### src/core/pa_consts.svh
// Register offsets, field positions, reset values and widths of the phase accumulator block.
`ifndef PA_CONSTS_SVH
`define PA_CONSTS_SVH
// ****************************************
// Register offsets
// ****************************************
`define PA_OFF_ACC_LOW   4'h0
`define PA_OFF_ACC_HIGH  4'h1
`define PA_OFF_ACC_TOP   4'h2
`define PA_OFF_INC_LOW   4'h3
`define PA_OFF_INC_HIGH  4'h4
`define PA_OFF_INC_UPPER 4'h5
`define PA_OFF_CTRL      4'h6
// ****************************************
// Fields and reset values
// ****************************************
`define PA_ACC_W         20
`define PA_TOP_NIB_W     4
`define PA_CTRL_EN_BIT   0
`define PA_CTRL_PEND_BIT 1
`define PA_RST_ACC       20'h00000
`define PA_RST_INC       24'h000001
`endif

### src/core/pa_pkg.sv
// Types shared by the phase accumulator files.
package pa_pkg;
  // Register bus request from software.
  typedef struct packed {
    logic [3:0] addr;
    logic [7:0] wdata;
    logic       wr;
    logic       rd;
  } pa_bus_req_s;
  // Edge-detector state of the synchronised source clock.
  typedef enum logic [1:0] {
    PA_CLK_LOW  = 2'b00,
    PA_CLK_HIGH = 2'b01
  } pa_clk_lvl_e;
endpackage

### src/core/pa_phase_accum.sv
// Register side and accumulator of the numerically controlled oscillator.
// Functional notes
// - Accumulator spans three bytes, 20 bits implemented.
// - Top byte holds bits 19:16, upper nibble zero.
// - Accumulator runs free, no atomic multi-byte access.
// - Increment from upper, high, low bytes.
// - Shadow loads on falling edge after low write.
//
// The register addresses and the plain strobed port are this design's own decisions.
`timescale 1ns/1ps
`include "pa_consts.svh"
module pa_phase_accum #(
  parameter int ACC_W = `PA_ACC_W
) (
  // Clock and reset.
  input  wire logic                i_mclk,
  input  wire logic                i_rst_b,
  // Register bus.
  input  wire pa_pkg::pa_bus_req_s i_bus,
  output logic [7:0]               o_rdata,
  // Oscillator source clock pin.
  input  wire logic                i_osc_src_clk,
  // Status out.
  output logic [ACC_W-1:0]         o_phase,
  output logic                     o_overflow
);
  import pa_pkg::*;

  // ****************************************
  // Storage
  // ****************************************
  logic [ACC_W-1:0] acc_q;
  logic [ACC_W-1:0] acc_d;
  logic [23:0]      inc_q;
  logic [23:0]      shadow_q;
  logic             pend_q;
  logic             en_q;
  logic [7:0]       rdata_q;
  logic             ovf_q;
  logic             src_rise;
  logic             src_fall;

  // Source clock crosses through two flops before any edge is seen.
  pa_edge_sync u_sync (
    .i_mclk  (i_mclk),
    .i_rst_b (i_rst_b),
    .i_async (i_osc_src_clk),
    .o_rise  (src_rise),
    .o_fall  (src_fall)
  );

  // ****************************************
  // Decode
  // ****************************************
  wire wr_acc_l  = i_bus.wr && (i_bus.addr == `PA_OFF_ACC_LOW);
  wire wr_acc_h  = i_bus.wr && (i_bus.addr == `PA_OFF_ACC_HIGH);
  wire wr_acc_u  = i_bus.wr && (i_bus.addr == `PA_OFF_ACC_TOP);
  wire wr_inc_l  = i_bus.wr && (i_bus.addr == `PA_OFF_INC_LOW);
  wire wr_inc_h  = i_bus.wr && (i_bus.addr == `PA_OFF_INC_HIGH);
  wire wr_inc_u  = i_bus.wr && (i_bus.addr == `PA_OFF_INC_UPPER);
  wire wr_ctrl   = i_bus.wr && (i_bus.addr == `PA_OFF_CTRL);
  wire step      = en_q && src_rise;
  wire [ACC_W:0] sum = {1'b0, acc_q} + {1'b0, shadow_q[ACC_W-1:0]};

  // The accumulator steps on its own; a byte write in the same cycle wins for that byte only, and a
  // byte write mixed with stepping gives unpredictable totals, as software is warned.
  always_comb begin
    acc_d = acc_q;
    if (step) begin
      acc_d = sum[ACC_W-1:0];
    end
    if (wr_acc_l) begin
      acc_d[7:0] = i_bus.wdata;
    end
    if (wr_acc_h) begin
      acc_d[15:8] = i_bus.wdata;
    end
    if (wr_acc_u) begin
      acc_d[ACC_W-1:16] = i_bus.wdata[`PA_TOP_NIB_W-1:0];
    end
  end

  // Read mux; unmapped offsets read zero.
  wire [7:0] rd_mux =
    (i_bus.addr == `PA_OFF_ACC_LOW)   ? acc_q[7:0] :
    (i_bus.addr == `PA_OFF_ACC_HIGH)  ? acc_q[15:8] :
    (i_bus.addr == `PA_OFF_ACC_TOP)   ? {4'h0, acc_q[ACC_W-1:16]} :
    (i_bus.addr == `PA_OFF_INC_LOW)   ? inc_q[7:0] :
    (i_bus.addr == `PA_OFF_INC_HIGH)  ? inc_q[15:8] :
    (i_bus.addr == `PA_OFF_INC_UPPER) ? inc_q[23:16] :
    (i_bus.addr == `PA_OFF_CTRL)      ? {6'h00, pend_q, en_q} : 8'h00;

  // ****************************************
  // Registers
  // ****************************************
  // Accumulator and bus-written registers.
  always_ff @(posedge i_mclk or negedge i_rst_b) begin
    if (!i_rst_b) begin
      acc_q   <= `PA_RST_ACC;
      ovf_q   <= 1'b0;
      en_q    <= 1'b0;
      rdata_q <= 8'h00;
    end else begin
      acc_q   <= acc_d;
      ovf_q   <= step && sum[ACC_W];
      rdata_q <= i_bus.rd ? rd_mux : 8'h00;
      if (wr_ctrl) begin
        en_q <= i_bus.wdata[`PA_CTRL_EN_BIT];
      end
    end
  end

  // Increment bytes; only a low-byte write arms the shadow load.
  always_ff @(posedge i_mclk or negedge i_rst_b) begin
    if (!i_rst_b) begin
      inc_q <= `PA_RST_INC;
    end else begin
      if (wr_inc_l) inc_q[7:0] <= i_bus.wdata;
      if (wr_inc_h) inc_q[15:8] <= i_bus.wdata;
      if (wr_inc_u) inc_q[23:16] <= i_bus.wdata;
    end
  end

  // Shadow loads from the whole increment at the next falling source edge after
  // a low-byte write; a new low write in the falling-edge cycle keeps it pending.
  always_ff @(posedge i_mclk or negedge i_rst_b) begin
    if (!i_rst_b) begin
      shadow_q <= `PA_RST_INC;
      pend_q   <= 1'b0;
    end else begin
      if (pend_q && src_fall) begin
        shadow_q <= inc_q;
      end
      pend_q <= wr_inc_l || (pend_q && !src_fall);
    end
  end

  assign o_rdata    = rdata_q;
  assign o_phase    = acc_q;
  assign o_overflow = ovf_q;

  // ****************************************
  // Assertions
  // ****************************************
  a_top_nibble_zero: assert property (@(posedge i_mclk) disable iff (!i_rst_b)
    $past(i_bus.rd) && ($past(i_bus.addr) == `PA_OFF_ACC_TOP) |-> o_rdata[7:4] == 4'h0)
    else $error("Top accumulator byte upper nibble not zero.");
  a_shadow_load: assert property (@(posedge i_mclk) disable iff (!i_rst_b)
    pend_q && src_fall |=> shadow_q == $past(inc_q))
    else $error("Shadow did not load on falling edge.");
  a_shadow_hold: assert property (@(posedge i_mclk) disable iff (!i_rst_b)
    !(pend_q && src_fall) |=> $stable(shadow_q))
    else $error("Shadow changed without a pending load.");
  a_low_arms: assert property (@(posedge i_mclk) disable iff (!i_rst_b)
    wr_inc_l |=> pend_q)
    else $error("Low increment write did not arm load.");
  a_acc_step: assert property (@(posedge i_mclk) disable iff (!i_rst_b)
    step && !i_bus.wr |=> acc_q == $past(acc_q) + $past(shadow_q[ACC_W-1:0]))
    else $error("Accumulator did not add increment.");
  a_acc_idle: assert property (@(posedge i_mclk) disable iff (!i_rst_b)
    !step && !i_bus.wr |=> $stable(acc_q))
    else $error("Accumulator moved without a step.");
  a_inc_low_rd: assert property (@(posedge i_mclk) disable iff (!i_rst_b)
    wr_inc_l ##1 !i_bus.wr ##1 (i_bus.rd && i_bus.addr == `PA_OFF_INC_LOW && !i_bus.wr)
    |=> o_rdata == $past(i_bus.wdata, 3))
    else $error("Low increment byte read back wrong.");
  a_acc_high_wr: assert property (@(posedge i_mclk) disable iff (!i_rst_b)
    wr_acc_h |=> acc_q[15:8] == $past(i_bus.wdata))
    else $error("Accumulator high byte write lost.");
  c_shadow_load: cover property (@(posedge i_mclk) disable iff (!i_rst_b) pend_q && src_fall);
  c_wrap: cover property (@(posedge i_mclk) disable iff (!i_rst_b) o_overflow);
  c_top_read: cover property (@(posedge i_mclk) disable iff (!i_rst_b) i_bus.rd && i_bus.addr == `PA_OFF_ACC_TOP);
endmodule

### src/core/pa_edge_sync.sv
// Two-flop synchroniser and edge detector for the oscillator source clock.
`timescale 1ns/1ps
module pa_edge_sync (
  // Clock and reset.
  input  wire logic i_mclk,
  input  wire logic i_rst_b,
  // Asynchronous source level.
  input  wire logic i_async,
  // Edge pulses in the i_mclk domain.
  output logic      o_rise,
  output logic      o_fall
);
  import pa_pkg::*;

  logic        meta_q;
  logic        sync_q;
  pa_clk_lvl_e lvl_q;

  // Only sync_q reads meta_q; the edge logic looks at sync_q and lvl_q.
  always_ff @(posedge i_mclk or negedge i_rst_b) begin
    if (!i_rst_b) begin
      meta_q <= 1'b0;
      sync_q <= 1'b0;
      lvl_q  <= PA_CLK_LOW;
    end else begin
      meta_q <= i_async;
      sync_q <= meta_q;
      lvl_q  <= sync_q ? PA_CLK_HIGH : PA_CLK_LOW;
    end
  end

  // Pulses last one cycle each.
  assign o_rise = sync_q && (lvl_q == PA_CLK_LOW);
  assign o_fall = !sync_q && (lvl_q == PA_CLK_HIGH);
endmodule

### config.mk
export PLATFORM = sky130hd
export DESIGN_NAME = pa_phase_accum
export DESIGN_NICKNAME = d
export VERILOG_FILES = /design/src/core/pa_pkg.sv /design/src/core/pa_phase_accum.sv /design/src/core/pa_edge_sync.sv
export VERILOG_INCLUDE_DIRS = /design/src /design/src/core
export SDC_FILE = /design/constraint.sdc
export NUM_CORES = 1
export LEC_CHECK = 0
export BUFFER_PORTS_ARGS = -buffer_cell sky130_fd_sc_hd__buf_2
export CAP_MARGIN = 25
export CORE_MARGIN = 2
export CORE_UTILIZATION = 55
export DETAILED_ROUTE_END_ITERATION = 8
export MAX_ROUTING_LAYER = met4
export PLACE_DENSITY = 0.73
export SLEW_MARGIN = 0
export SYNTH_ARGS = -nofsm -noshare
export SYNTH_HDL_FRONTEND = slang
export SYNTH_HIERARCHICAL = 1
export SYNTH_SLANG_ARGS = --single-unit
### constraint.sdc
create_clock -name i_mclk -period 5.65 [get_ports i_mclk]
set_input_delay 0.565 -clock i_mclk [delete_from_list [all_inputs] [get_ports i_mclk]]
set_output_delay 0.565 -clock i_mclk [all_outputs]
set_load 0.01 [all_outputs]
# --- Yosys cells after proc, flatten, opt, wreduce, memory -nomap -nowiden ---
# Cells that the tools add are included.
totals:
  regBits: 79
  inputBits: 17
  out_inout_bits: 29
  elab_cells: 56
classes:
  add_sub_neg: 1
  eq_ne: 7
  muxes: 13
  n_reduce_logical: 21
ops:
  columns: ["operator", "count"]
  rows:
  - ["$mux W8", 9]
  - ["$add A20 B20 Y21", 1]
  - ["$mux W20", 1]
  - ["$logic_and A1 B1 Y1", 13]
  - ["$eq A4 B3 Y1 const B", 3]
  - ["$eq A4 B2 Y1 const B", 2]
  - ["$reduce_bool A2 Y1", 3]
  - ["$eq A4 B1 Y1 const B", 1]
  - ["$logic_not A4 Y1", 1]
  - ["$mux W4", 1]
  - ["$eq A2 B1 Y1 const B", 1]
  - ["$logic_not A1 Y1", 2]
  - ["$logic_not A2 Y1", 1]
  - ["$mux W2", 1]
  - ["$logic_or A1 B1 Y1", 1]
  - ["$mux W1", 1]

# --- Depth between registers and ports, before layout ---
# Gate-level depths: netlist of run 1.
logic_depth:
  depth_word: 9
  mapped_depth: 10
  ltp_nobuf: 10

# --- Modules after synthesis ---
# The synthesis of run 1 kept the hierarchy.
by_module_without_submodules:
  columns: ["mod", "n_inst", "cells_per_inst", "area_per_inst_um2", "seq_area_each_um2"]
  rows:
  - ["pa_phase_accum", 1, 417, 4301.6, 1879.3]
  - ["pa_edge_sync", 1, 5, 90.1, 75.1]

# --- Worst setup path after synthesis of run 1 ---
# No wires, ideal clock.
synth_timing:
  path_type: "reg2reg"
  startpoint: "reg shadow_q[0]"
  endpoint: "reg acc_q[14] (netlist: o_phase[14])"
  setup_time_ns: 0.104
  t_arrival_ns: 2.296
  required_time_ns: 5.546
  path_slack_ns: 3.251
  path_stages_with_launch: 11
  n_path_buf: 0
  period_less_slack_ns: 2.399
  cell_sequence: "dfstp_2 ha_1 inv_1 fa_1 and2b_1 o31a_1 o2111ai_2 a21boi_2 o22ai_1 xor2_1 o311ai_1"
synth_between:
  elab_chain_cells: 3
synth_rtl:
  columns: ["element", "line", "source"]
  rows:
  - ["start, declared", "pa_phase_accum.sv:35", "logic [23:0] shadow_q;"]
  - ["start signal, assigned", "pa_phase_accum.sv:128", "shadow_q <= `PA_RST_INC;"]
  - ["start signal, assigned", "pa_phase_accum.sv:132", "shadow_q <= inc_q;"]
  - ["$add A20 B20 Y21", "pa_phase_accum.sv:63", "wire [ACC_W:0] sum = {1'b0, acc_q} + {1'b0, shadow_q[ACC_W-1:0]};"]
  - ["$mux W20", "pa_phase_accum.sv:69", "if (step) begin"]
  - ["$mux W8", "pa_phase_accum.sv:75", "if (wr_acc_h) begin"]
  - ["end signal, assigned", "pa_phase_accum.sv:99", "acc_q <= `PA_RST_ACC;"]
  - ["end, declared", "pa_phase_accum.sv:32", "logic [ACC_W-1:0] acc_q;"]
# Every way passes these cells. The select of a mux whose other input is x is not followed.
# A chain may end at the register's enable or synchronous reset.

# --- Worst setup path in the final report of run 1 ---
# Ends and elaborated chain as after synthesis.

==> results, run 1 <==
- STA puts the critical path data required time at approximately 5.9 ns.
- The mean cell area of the mapped netlist is 10.4 um^2.
- The final routed wirelength across all metal layers is roughly 11000 um.
- Counting flops with a built-in enable in the synthesized netlist gives 0.
- The tree is rooted in a sky130_fd_sc_hd__clkbuf_8.
- The power density over the cells is 479 mW/mm^2.
- The run finished with clean final reports.
- Dividing the detail-routed via count by the number of cells gives between 5 and 6.
- After routing the design area is approximately 0.0049 mm^2.
- In this run the critical register-to-register path is launched from shadow_q[0].
- The die height is 93.4 um.
- The hold slack is ~0.073 ns.
- Derived from the worst setup path, the maximum achievable clock frequency is 366 MHz.
- Once detail routing completed, the nets flagged for antenna violations numbered 0.
- The net total in the final layout is about 500.
- STA classifies the critical path endpoint as a register.
- The synthesized cell area is 0.00439 mm^2.
- The sort of element at the start of the critical path is a register.
- In this run the static leakage power is 2.33 nW.
- The core region is 0.00773 mm^2.
- The routed wirelength normalized by instance count is between 15 and 20 um.
- The number of clock sinks seen by CTS is 78.
- For this block, the via count after detailed routing is 3386.
- Data arrives at the worst endpoint at approximately 3.0 ns.
- The post-synthesis net count is 460.
- Buffers inserted during clock tree synthesis total 9.
- The buffer levels on the longest clock path is 2.
- Sequential cells were found to cover between 40 and 50% of the synthesized design area.
- Summing internal, switching and leakage power gives 0.00237 W.
- The clock-pin slew reported for the worst setup and hold paths after clock tree synthesis is 0.08 ns.
- Setup violations remaining at the end of the flow were counted as 0.
- The post-DP HPWL is 7400 um.
- The number of cells on the worst reg-to-reg path is 10.
- The worst register-to-register path ends at o_phase[14].
- Gates resized during post-CTS repair numbered 0.
- The count of placed standard cells in the final layout, fillers left out is 572.
- The final critical-path share of the clock period is 48.4%.
- The hold violation total from the final report was 0.
- The slack of the worst reg-to-reg path is 2.91 ns.
- For this run, design rule violations remaining after detail routing come to 0.
- The detailed-routing iteration count for the pre-antenna-repair pass is 4.
- Setup repair after global routing left no endpoint under its margin.
- Compared with the post-synthesis result, the final layout area differs by 12.6%.
- Clock latency on the worst-skew pair, taken at its later pin, is between 0.3 and 0.4 ns.
- In the layout the commonest cells are 76 x sky130_fd_sc_hd__dfrtp_1, 50 x sky130_fd_sc_hd__mux2_2, 44 x sky130_fd_sc_hd__buf_2, 36 x sky130_fd_sc_hd__nand2_1, 30 x sky130_fd_sc_hd__a21oi_1.
- The class of the most critical hold timing path is primary input to async pin.
- The initial utilization of the core area, before any placement, comes to 56.8%.
- Setup total negative slack on the finished layout was measured at 0 ns.
- The fraction of final layout cells sized beyond drive strength 1 is 26.4%.
- The register bit total from synthesis is 78.
- The violation count after the first detailed-routing iteration is 177.
- Headroom to the max-slew limit came out at 45.1%.
- The kind of critical path is register to register.
- The area of the die is 0.00872 mm^2.
- The overall overflow remaining after global route is 0.
- The area of placed instances is around 0.0047 mm^2.
- The number of pins with negative max-slew slack in the final report came to 0.
- The number of global-route vias before repair is 3349.
- The clock period could shrink to 2.74 ns.
- The fill cell total of the finished layout is about 630.
- TritonCTS built the clock tree.
- The number of different library cells used by synthesis comes to 53.
- Entering global routing, the biggest net connects 79 pins.
- The worst IR drop on VDD is 240 uV.
- Max-cap violations in this run came to 0.
- The number of antenna repair diodes is 0.
- The number of buffers added on ports is 45.
- The first-pass GRT wire length is 17200 um.
- Across the routed clock network, the largest skew measured is 0.0112 ns.
- The measured slew at the worst slew-check pin is 0.821 ns.
- The count of placed standard cells including taps is 553.
- The placer congestion estimate is 0.885.
- The number of buffers inserted to repair setup after CTS is 0.
- In the synthesized netlist the dominant register cell turns out to be sky130_fd_sc_hd__dfrtp_1.
- The initial antenna violation count is 0.
- The combined global-route utilization of all metal layers is 26.6%.
- The H-tree was split into 3 levels.
- Of all nets on the critical path, the largest fanout is 4.
- In the synthesized netlist, the number of instances is approximately 420.
- The floorplan has 32 rows.
- The most common cell after layout, fill and taps aside is sky130_fd_sc_hd__dfrtp_1.
- The number of top-level pins is 46.
- The warning count from the yosys run is 6.
- Counting flops with an async set or reset pin after synthesis yields a share of 100%.
- From left edge to right edge, the die measures 93.4 um.
- The hold-fix buffer count after cts is 0.
-- worst max-delay path by stage --
stage / startpoint / endpoint / slack, ns / cells after the start
final: shadow_q[0] / o_phase[14] / 2.91 / 10
after CTS: shadow_q[0] / o_phase[14] / 2.91 / 10
after detailed placement: shadow_q[0] / o_phase[14] / 2.93 / 10
after floorplan: shadow_q[0] / o_phase[14] / 3.25 / 10
after global routing: shadow_q[0] / o_phase[14] / 2.74 / 10
after global placement: shadow_q[0] / o_phase[14] / 3.06 / 10
-- routing by layer --
metal	up-vias	wire length [um]	share of wire [%]	GRT usage, %
li1	1615	-	-	-
met1	1640	4930	46	36.2
met3	21	629	5.9	4.75
met2	110	4890	46	41.4
met4	0	186	1.7	7.35
met5	-	0	0	-
-- worst max-delay path, stage by stage, from the launching register on --
cell and delay (ns):
sky130_fd_sc_hd__dfstp_2 0.53, sky130_fd_sc_hd__ha_1 0.18, sky130_fd_sc_hd__inv_1 0.07, sky130_fd_sc_hd__fa_1 0.39
sky130_fd_sc_hd__and2b_1 0.24, sky130_fd_sc_hd__o31a_1 0.21, sky130_fd_sc_hd__o2111ai_2 0.17, sky130_fd_sc_hd__a21boi_2 0.29
sky130_fd_sc_hd__o22ai_1 0.15, sky130_fd_sc_hd__xor2_1 0.16, sky130_fd_sc_hd__o311ai_1 0.25
-- state kept, by name, indices dropped and copies added (netlist names) --
signal         flops
inc_q             24
o_phase           20
shadow_q          20
o_rdata            8
en_q               1
o_overflow         1
pend_q             1
u_sync/lvl_q       1
u_sync/meta_q      1
u_sync/sync_q      1
-- kinds of logic after synthesis --
| logic type | Yosys count | synth area share [%] |
|---|---|---|
| and+or+nand+nor | 122 | 13.8 |
| adders and majority gates | 21 | 6.15 |
| xor gates and xnor gates | 9 | 1.79 |
| AOI/OAI and AO/OA | 102 | 14.6 |
| DFF | 78 | 44.5 |
| muxes | 66 | 16.5 |
| buffers and inverters | 24 | 2.65 |
-- synthesized netlist by cell type (all sizes together) (7+ instances only) --
| library cell | count | share of area (%) |
|---|---|---|
| ha | 20 | 5.7 |
| and3 | 7 | 1.1 |
| inv | 8 | 0.68 |
| clkbuf | 7 | 0.60 |
| mux2 | 50 | 13 |
| and2 | 12 | 1.7 |
| nor3 | 7 | 0.91 |
| dfrtp | 76 | 43 |
| buf | 9 | 1.4 |
| nand2 | 36 | 3.1 |
| nand3 | 10 | 1.1 |
| nor2 | 27 | 2.4 |
| a21oi | 31 | 3.6 |
| mux2i | 16 | 3.6 |
| nor2b | 8 | 1.1 |
| o21ai | 28 | 3.2 |
-- layout make-up --
type                       count  area, um^2  area share (%)
clock buffer                  13         159            3.21
multi-input combinational    320        2320            46.9
clock inverter                 3        42.5           0.860
inverter                       8        30.0           0.607
timing repair buffer          48         310            6.28
tap                          102         128            2.58
sequential                    78        1950            39.5
-- report_power, final --
part           internal [W]  switching [W]
clock network      0.000228       0.000200
logic              0.000489       0.000553
registers          0.000733       0.000166
-- through the flow --
step / worst slack [ns] / util (%)
floorplan: 3.25 / -
global placement: 3.06 / 60.3
detailed placement: 2.93 / 60.3
CTS: 2.91 / 62.9
global route: 2.74 / 64.0
finish: 2.91 / 64.0
(Power assumes the default switching activity.)
==> run 2: changes to the inputs <==
--- a/config.mk
+++ b/config.mk
@@ -9,10 +9,10 @@
 export BUFFER_PORTS_ARGS = -buffer_cell sky130_fd_sc_hd__buf_2
 export CAP_MARGIN = 25
 export CORE_MARGIN = 2
-export CORE_UTILIZATION = 55
+export CORE_UTILIZATION = 53
 export DETAILED_ROUTE_END_ITERATION = 8
 export MAX_ROUTING_LAYER = met4
-export PLACE_DENSITY = 0.73
+export PLACE_DENSITY = 0.74
 export SLEW_MARGIN = 0
 export SYNTH_ARGS = -nofsm -noshare
 export SYNTH_HDL_FRONTEND = slang
==> constraint.sdc (replaced) <==
create_clock -name i_mclk -period 2.4 [get_ports i_mclk]
set_input_delay 0.24 -clock i_mclk [delete_from_list [all_inputs] [get_ports i_mclk]]
set_output_delay 0.24 -clock i_mclk [all_outputs]
set_load 0.01 [all_outputs]
==> run 2 against run 1 <==
Against the previous run: the flow now finishes with violations (setup timing); die area up 3.6%; highest routed layer unchanged; cell area up 4.0%; critical endpoint is now o_phase[18]; clock power up 130%; sequential share of layout area down 1.5 points; critical path depth up 1; global-route usage up 0.13 points; sequential power up 130%.
==> results, run 2 (synthesis results as in run 1) <==
- The class of the most critical hold timing path is primary input to register.
- The combinational power share is 47.4% (+3.4 points).
- The starting density of the core was 54.0% (-2.8 points).
- The net total in the final layout is 525 (+4.4%).
- The routed via count was 3511 (+3.7%).
- The number of top-level pins is 46 (unchanged).
- The final reports fail on setup timing.
- The measured slew at the worst slew-check pin is 0.632 ns (-0.189 ns).
- The number of pins with negative max-slew slack in the final report came to 0 (unchanged).
- The highest attainable clock frequency was 414 MHz (+13%).
- The die width is 95.0 um (+1.8%).
- The first-pass GRT wire length is 17500 um (+1.5%).
- Leaving out fill and tap cells, the most frequent cell in the layout is sky130_fd_sc_hd__dfrtp_1.
- The combined global-route utilization of all metal layers is 26.7% (+0.13 points).
- The count of placed standard cells in the final layout, fillers left out is 597 (+4.4%).
- Tracing the worst setup path back leads to its startpoint at o_phase[0].
- The data arrival at the endpoint of the critical path is 2.67 ns (-0.32 ns).
- The count of standard-cell rows is 33 (+3.1%).
- The fraction of final layout cells sized beyond drive strength 1 is 31.5% (+5.1 points).
- The number of antenna repair diodes was 0 (unchanged).
- The worst-skew pair later-pin latency was 0.36 ns (about the same).
- The kind of capture point of the worst setup path is a register.
- The initial antenna violation count is 0 (unchanged).
- The footprint of the flip-flops and latches is 0.00195 mm^2 (unchanged).
- Setup repair after global routing could not meet its margin everywhere.
- The number of global-route vias before repair is 3430 (+2.4%).
- The net switching component of the power is 0.00232 W (+150%).
- The net switching share of the total power came to 39.5% (+0.73 points).
- The setup TNS is -0.0160 ns (-0.0160 ns).
- The post-DP HPWL is 7940 um (+7.2%).
- The clock skew is 0.00363 ns (-0.00760 ns).
- The sequential share of power is 35.8% (-2.1 points).
- The hold violation total from the final report was 0 (unchanged).
- The internal power is 0.00354 W (+140%).
- The count of placed standard cells including taps came to 575 (+4.0%).
- The kind of critical path is register to register.
- The flip-flop count of the largest register, all copies and words added came to 24 (unchanged).
- The relative area change from synthesis to final layout is 17.1%.
- The number of cells on the worst reg-to-reg path is 11 (+1).
- The slack of the worst reg-to-reg path was -0.02 ns (-2.93 ns).
- The power density over the cells is 1140 mW/mm^2 (+140%).
- The static power due to leakage was 2.42 nW (+3.7%).
- The worst flop-to-flop path endpoint is o_phase[18].
- The area of the multi-input gates is 0.00239 mm^2 (+3.0%).
- The clock-pin slew reported for the worst setup and hold paths after clock tree synthesis is 0.08 ns (about the same).
- The number of endpoints failing setup at the final stage was 1 (+1).
- The detailed-routing iteration count for the pre-antenna-repair pass is 5 (+1).
- The die height is 95.0 um (+1.8%).
- The placeable core region is 0.00813 mm^2 (+5.3%).
- The number of clock sinks seen by CTS is 78 (unchanged).
- The area of the die is 0.00903 mm^2 (+3.6%).
- Leaving out fill and tap cells, the most frequent cells in the layout are 76 x sky130_fd_sc_hd__dfrtp_1, 49 x sky130_fd_sc_hd__mux2_2, 44 x sky130_fd_sc_hd__buf_2, 35 x sky130_fd_sc_hd__nand2_1, 29 x sky130_fd_sc_hd__a21oi_1.
- The final critical-path share of the clock period was 101% (+52 points).
- The final worst-path setup slack is -0.0160 ns (-2.93 ns).
- The number of nets still failing antenna checks after routing is 0 (unchanged).
- The final routed wirelength across all metal layers is 10800 um (+1.9%).
- The largest net degree at the start of global routing is 44 (-44%).
- The worst setup path is launched from a register.
- The source of the worst register-to-register timing path is o_phase[0].
- The total power consumption of the routed design is 0.00586 W (+150%).
- The relative slew slack is 57.8% (+13 points).
- The ratio of routed vias to standard cells is 5.88 (-0.65%).
- The worst path required time came to 2.66 ns (-3.24 ns).
- More flip-flops sit in one register than any other, and that register is inc_q.
- The fill cell total of the finished layout is 680 (+7.4%).
- The routed wirelength normalized by instance count was 18.2 um (-2.3%).
- TritonCTS built the clock tree.
- The root buffer cell chosen for the clock tree is sky130_fd_sc_hd__clkbuf_8.
- The number of buffers created by CTS is 9 (unchanged).
- The number of remaining DRC errors is 0 (unchanged).
- The worst IR drop on VDD was 576 uV (+140%).
- The relative contribution of the clock network to total power is 16.8% (-1.3 points).
- The violation count after the first detailed-routing iteration is 196 (+11%).
- The highest fanout seen on the critical path is 3 (-1).
- The buffer levels on the longest clock path is 2 (unchanged).
- The count of max-cap constraint violations came to 0 (unchanged).
- The number of levels in the clock H-tree is 3 (unchanged).
- The critical path ends at o_phase[18].
- The final period demand of the worst path was 2.42 ns (-0.320 ns).
- The overall overflow remaining after global route is 0 (unchanged).
- The number of buffers added on ports was 45 (unchanged).
- The run finished, with violations left.
- The placer congestion estimate is 0.930 (+5.1%).
[run 2: critical path, stage by stage (launching register included)]
cell and delay (ns):
sky130_fd_sc_hd__dfrtp_1 0.42, sky130_fd_sc_hd__ha_4 0.18, sky130_fd_sc_hd__inv_2 0.05, sky130_fd_sc_hd__fa_2 0.17, sky130_fd_sc_hd__and2b_1 0.19, sky130_fd_sc_hd__o31a_1 0.26
sky130_fd_sc_hd__o2111ai_2 0.26, sky130_fd_sc_hd__a21boi_2 0.10, sky130_fd_sc_hd__buf_4 0.16, sky130_fd_sc_hd__a221oi_4 0.24, sky130_fd_sc_hd__mux2i_1 0.21, sky130_fd_sc_hd__nand2_1 0.06
[run 2: area by class of cell]
type | instances | area share [%]
clock buffer | 10 | 2.48
clock inverter | 6 | 1.22
multi-input combinational | 320 | 46.5
inverter | 8 | 0.584
timing repair buffer | 70 | 8.66
tap | 105 | 2.56
sequential | 78 | 38.0
[run 2: power by group through the flow]
stage / clock network [W] / logic [W] / registers, W
CTS: 0.000998 / 0.00263 / 0.00209
finish: 0.000984 / 0.00278 / 0.00209
global route: 0.00107 / 0.00308 / 0.00215
global placement: 0 / 0.00250 / 0.00209
detailed placement: 0 / 0.00257 / 0.00211
floorplan: 0 / 0.00176 / 0.00208
[run 2: worst min-delay path by stage]
stage / from / to / slack [ns] / cells after the start
floorplan: i_rst_b / en_q / -0.06 / 0
global placement: i_rst_b / shadow_q[3] / 0.22 / 1
detailed placement: i_rst_b / shadow_q[3] / 0.23 / 1
CTS: i_bus[9] / o_phase[7] / 0.16 / 3
global route: i_bus[6] / o_phase[4] / 0.15 / 3
finish: i_bus[9] / o_phase[7] / 0.16 / 3
[run 2: routing by layer]
layer  global-route usage, %  part of all wire [%]  vias up
met1                    36.6                    47     1726
met4                    7.61                   1.8        0
met3                    6.48                   5.1       18
met5                       -                     0        -
met2                    39.9                    46      107
li1                        -                     -     1660
[run 2: repair_timing]
item                                    4_1_cts  5_1_grt
resized for setup                             3       14
endpoints found under the setup margin        5       12
buffers inserted                              0        4
pin swaps                                     3       10
endpoints found under the hold margin        34        0
hold buffers                                  2        0
[run 2: metrics by stage]
| step | worst slack, ns | util, % | cell area [um^2] | hold WS, ns |
|---|---|---|---|---|
| after floorplan | 0.000614 | - | 4390 | -0.0556 |
| after global placement | -0.0251 | 59.4 | 4830 | 0.224 |
| after detailed placement | -0.0401 | 59.4 | 4830 | 0.234 |
| after CTS | 0.00154 | 62.3 | 5070 | 0.156 |
| after global routing | -0.175 | 63.2 | 5140 | 0.155 |
| final | -0.0160 | 63.2 | 5140 | 0.162 |
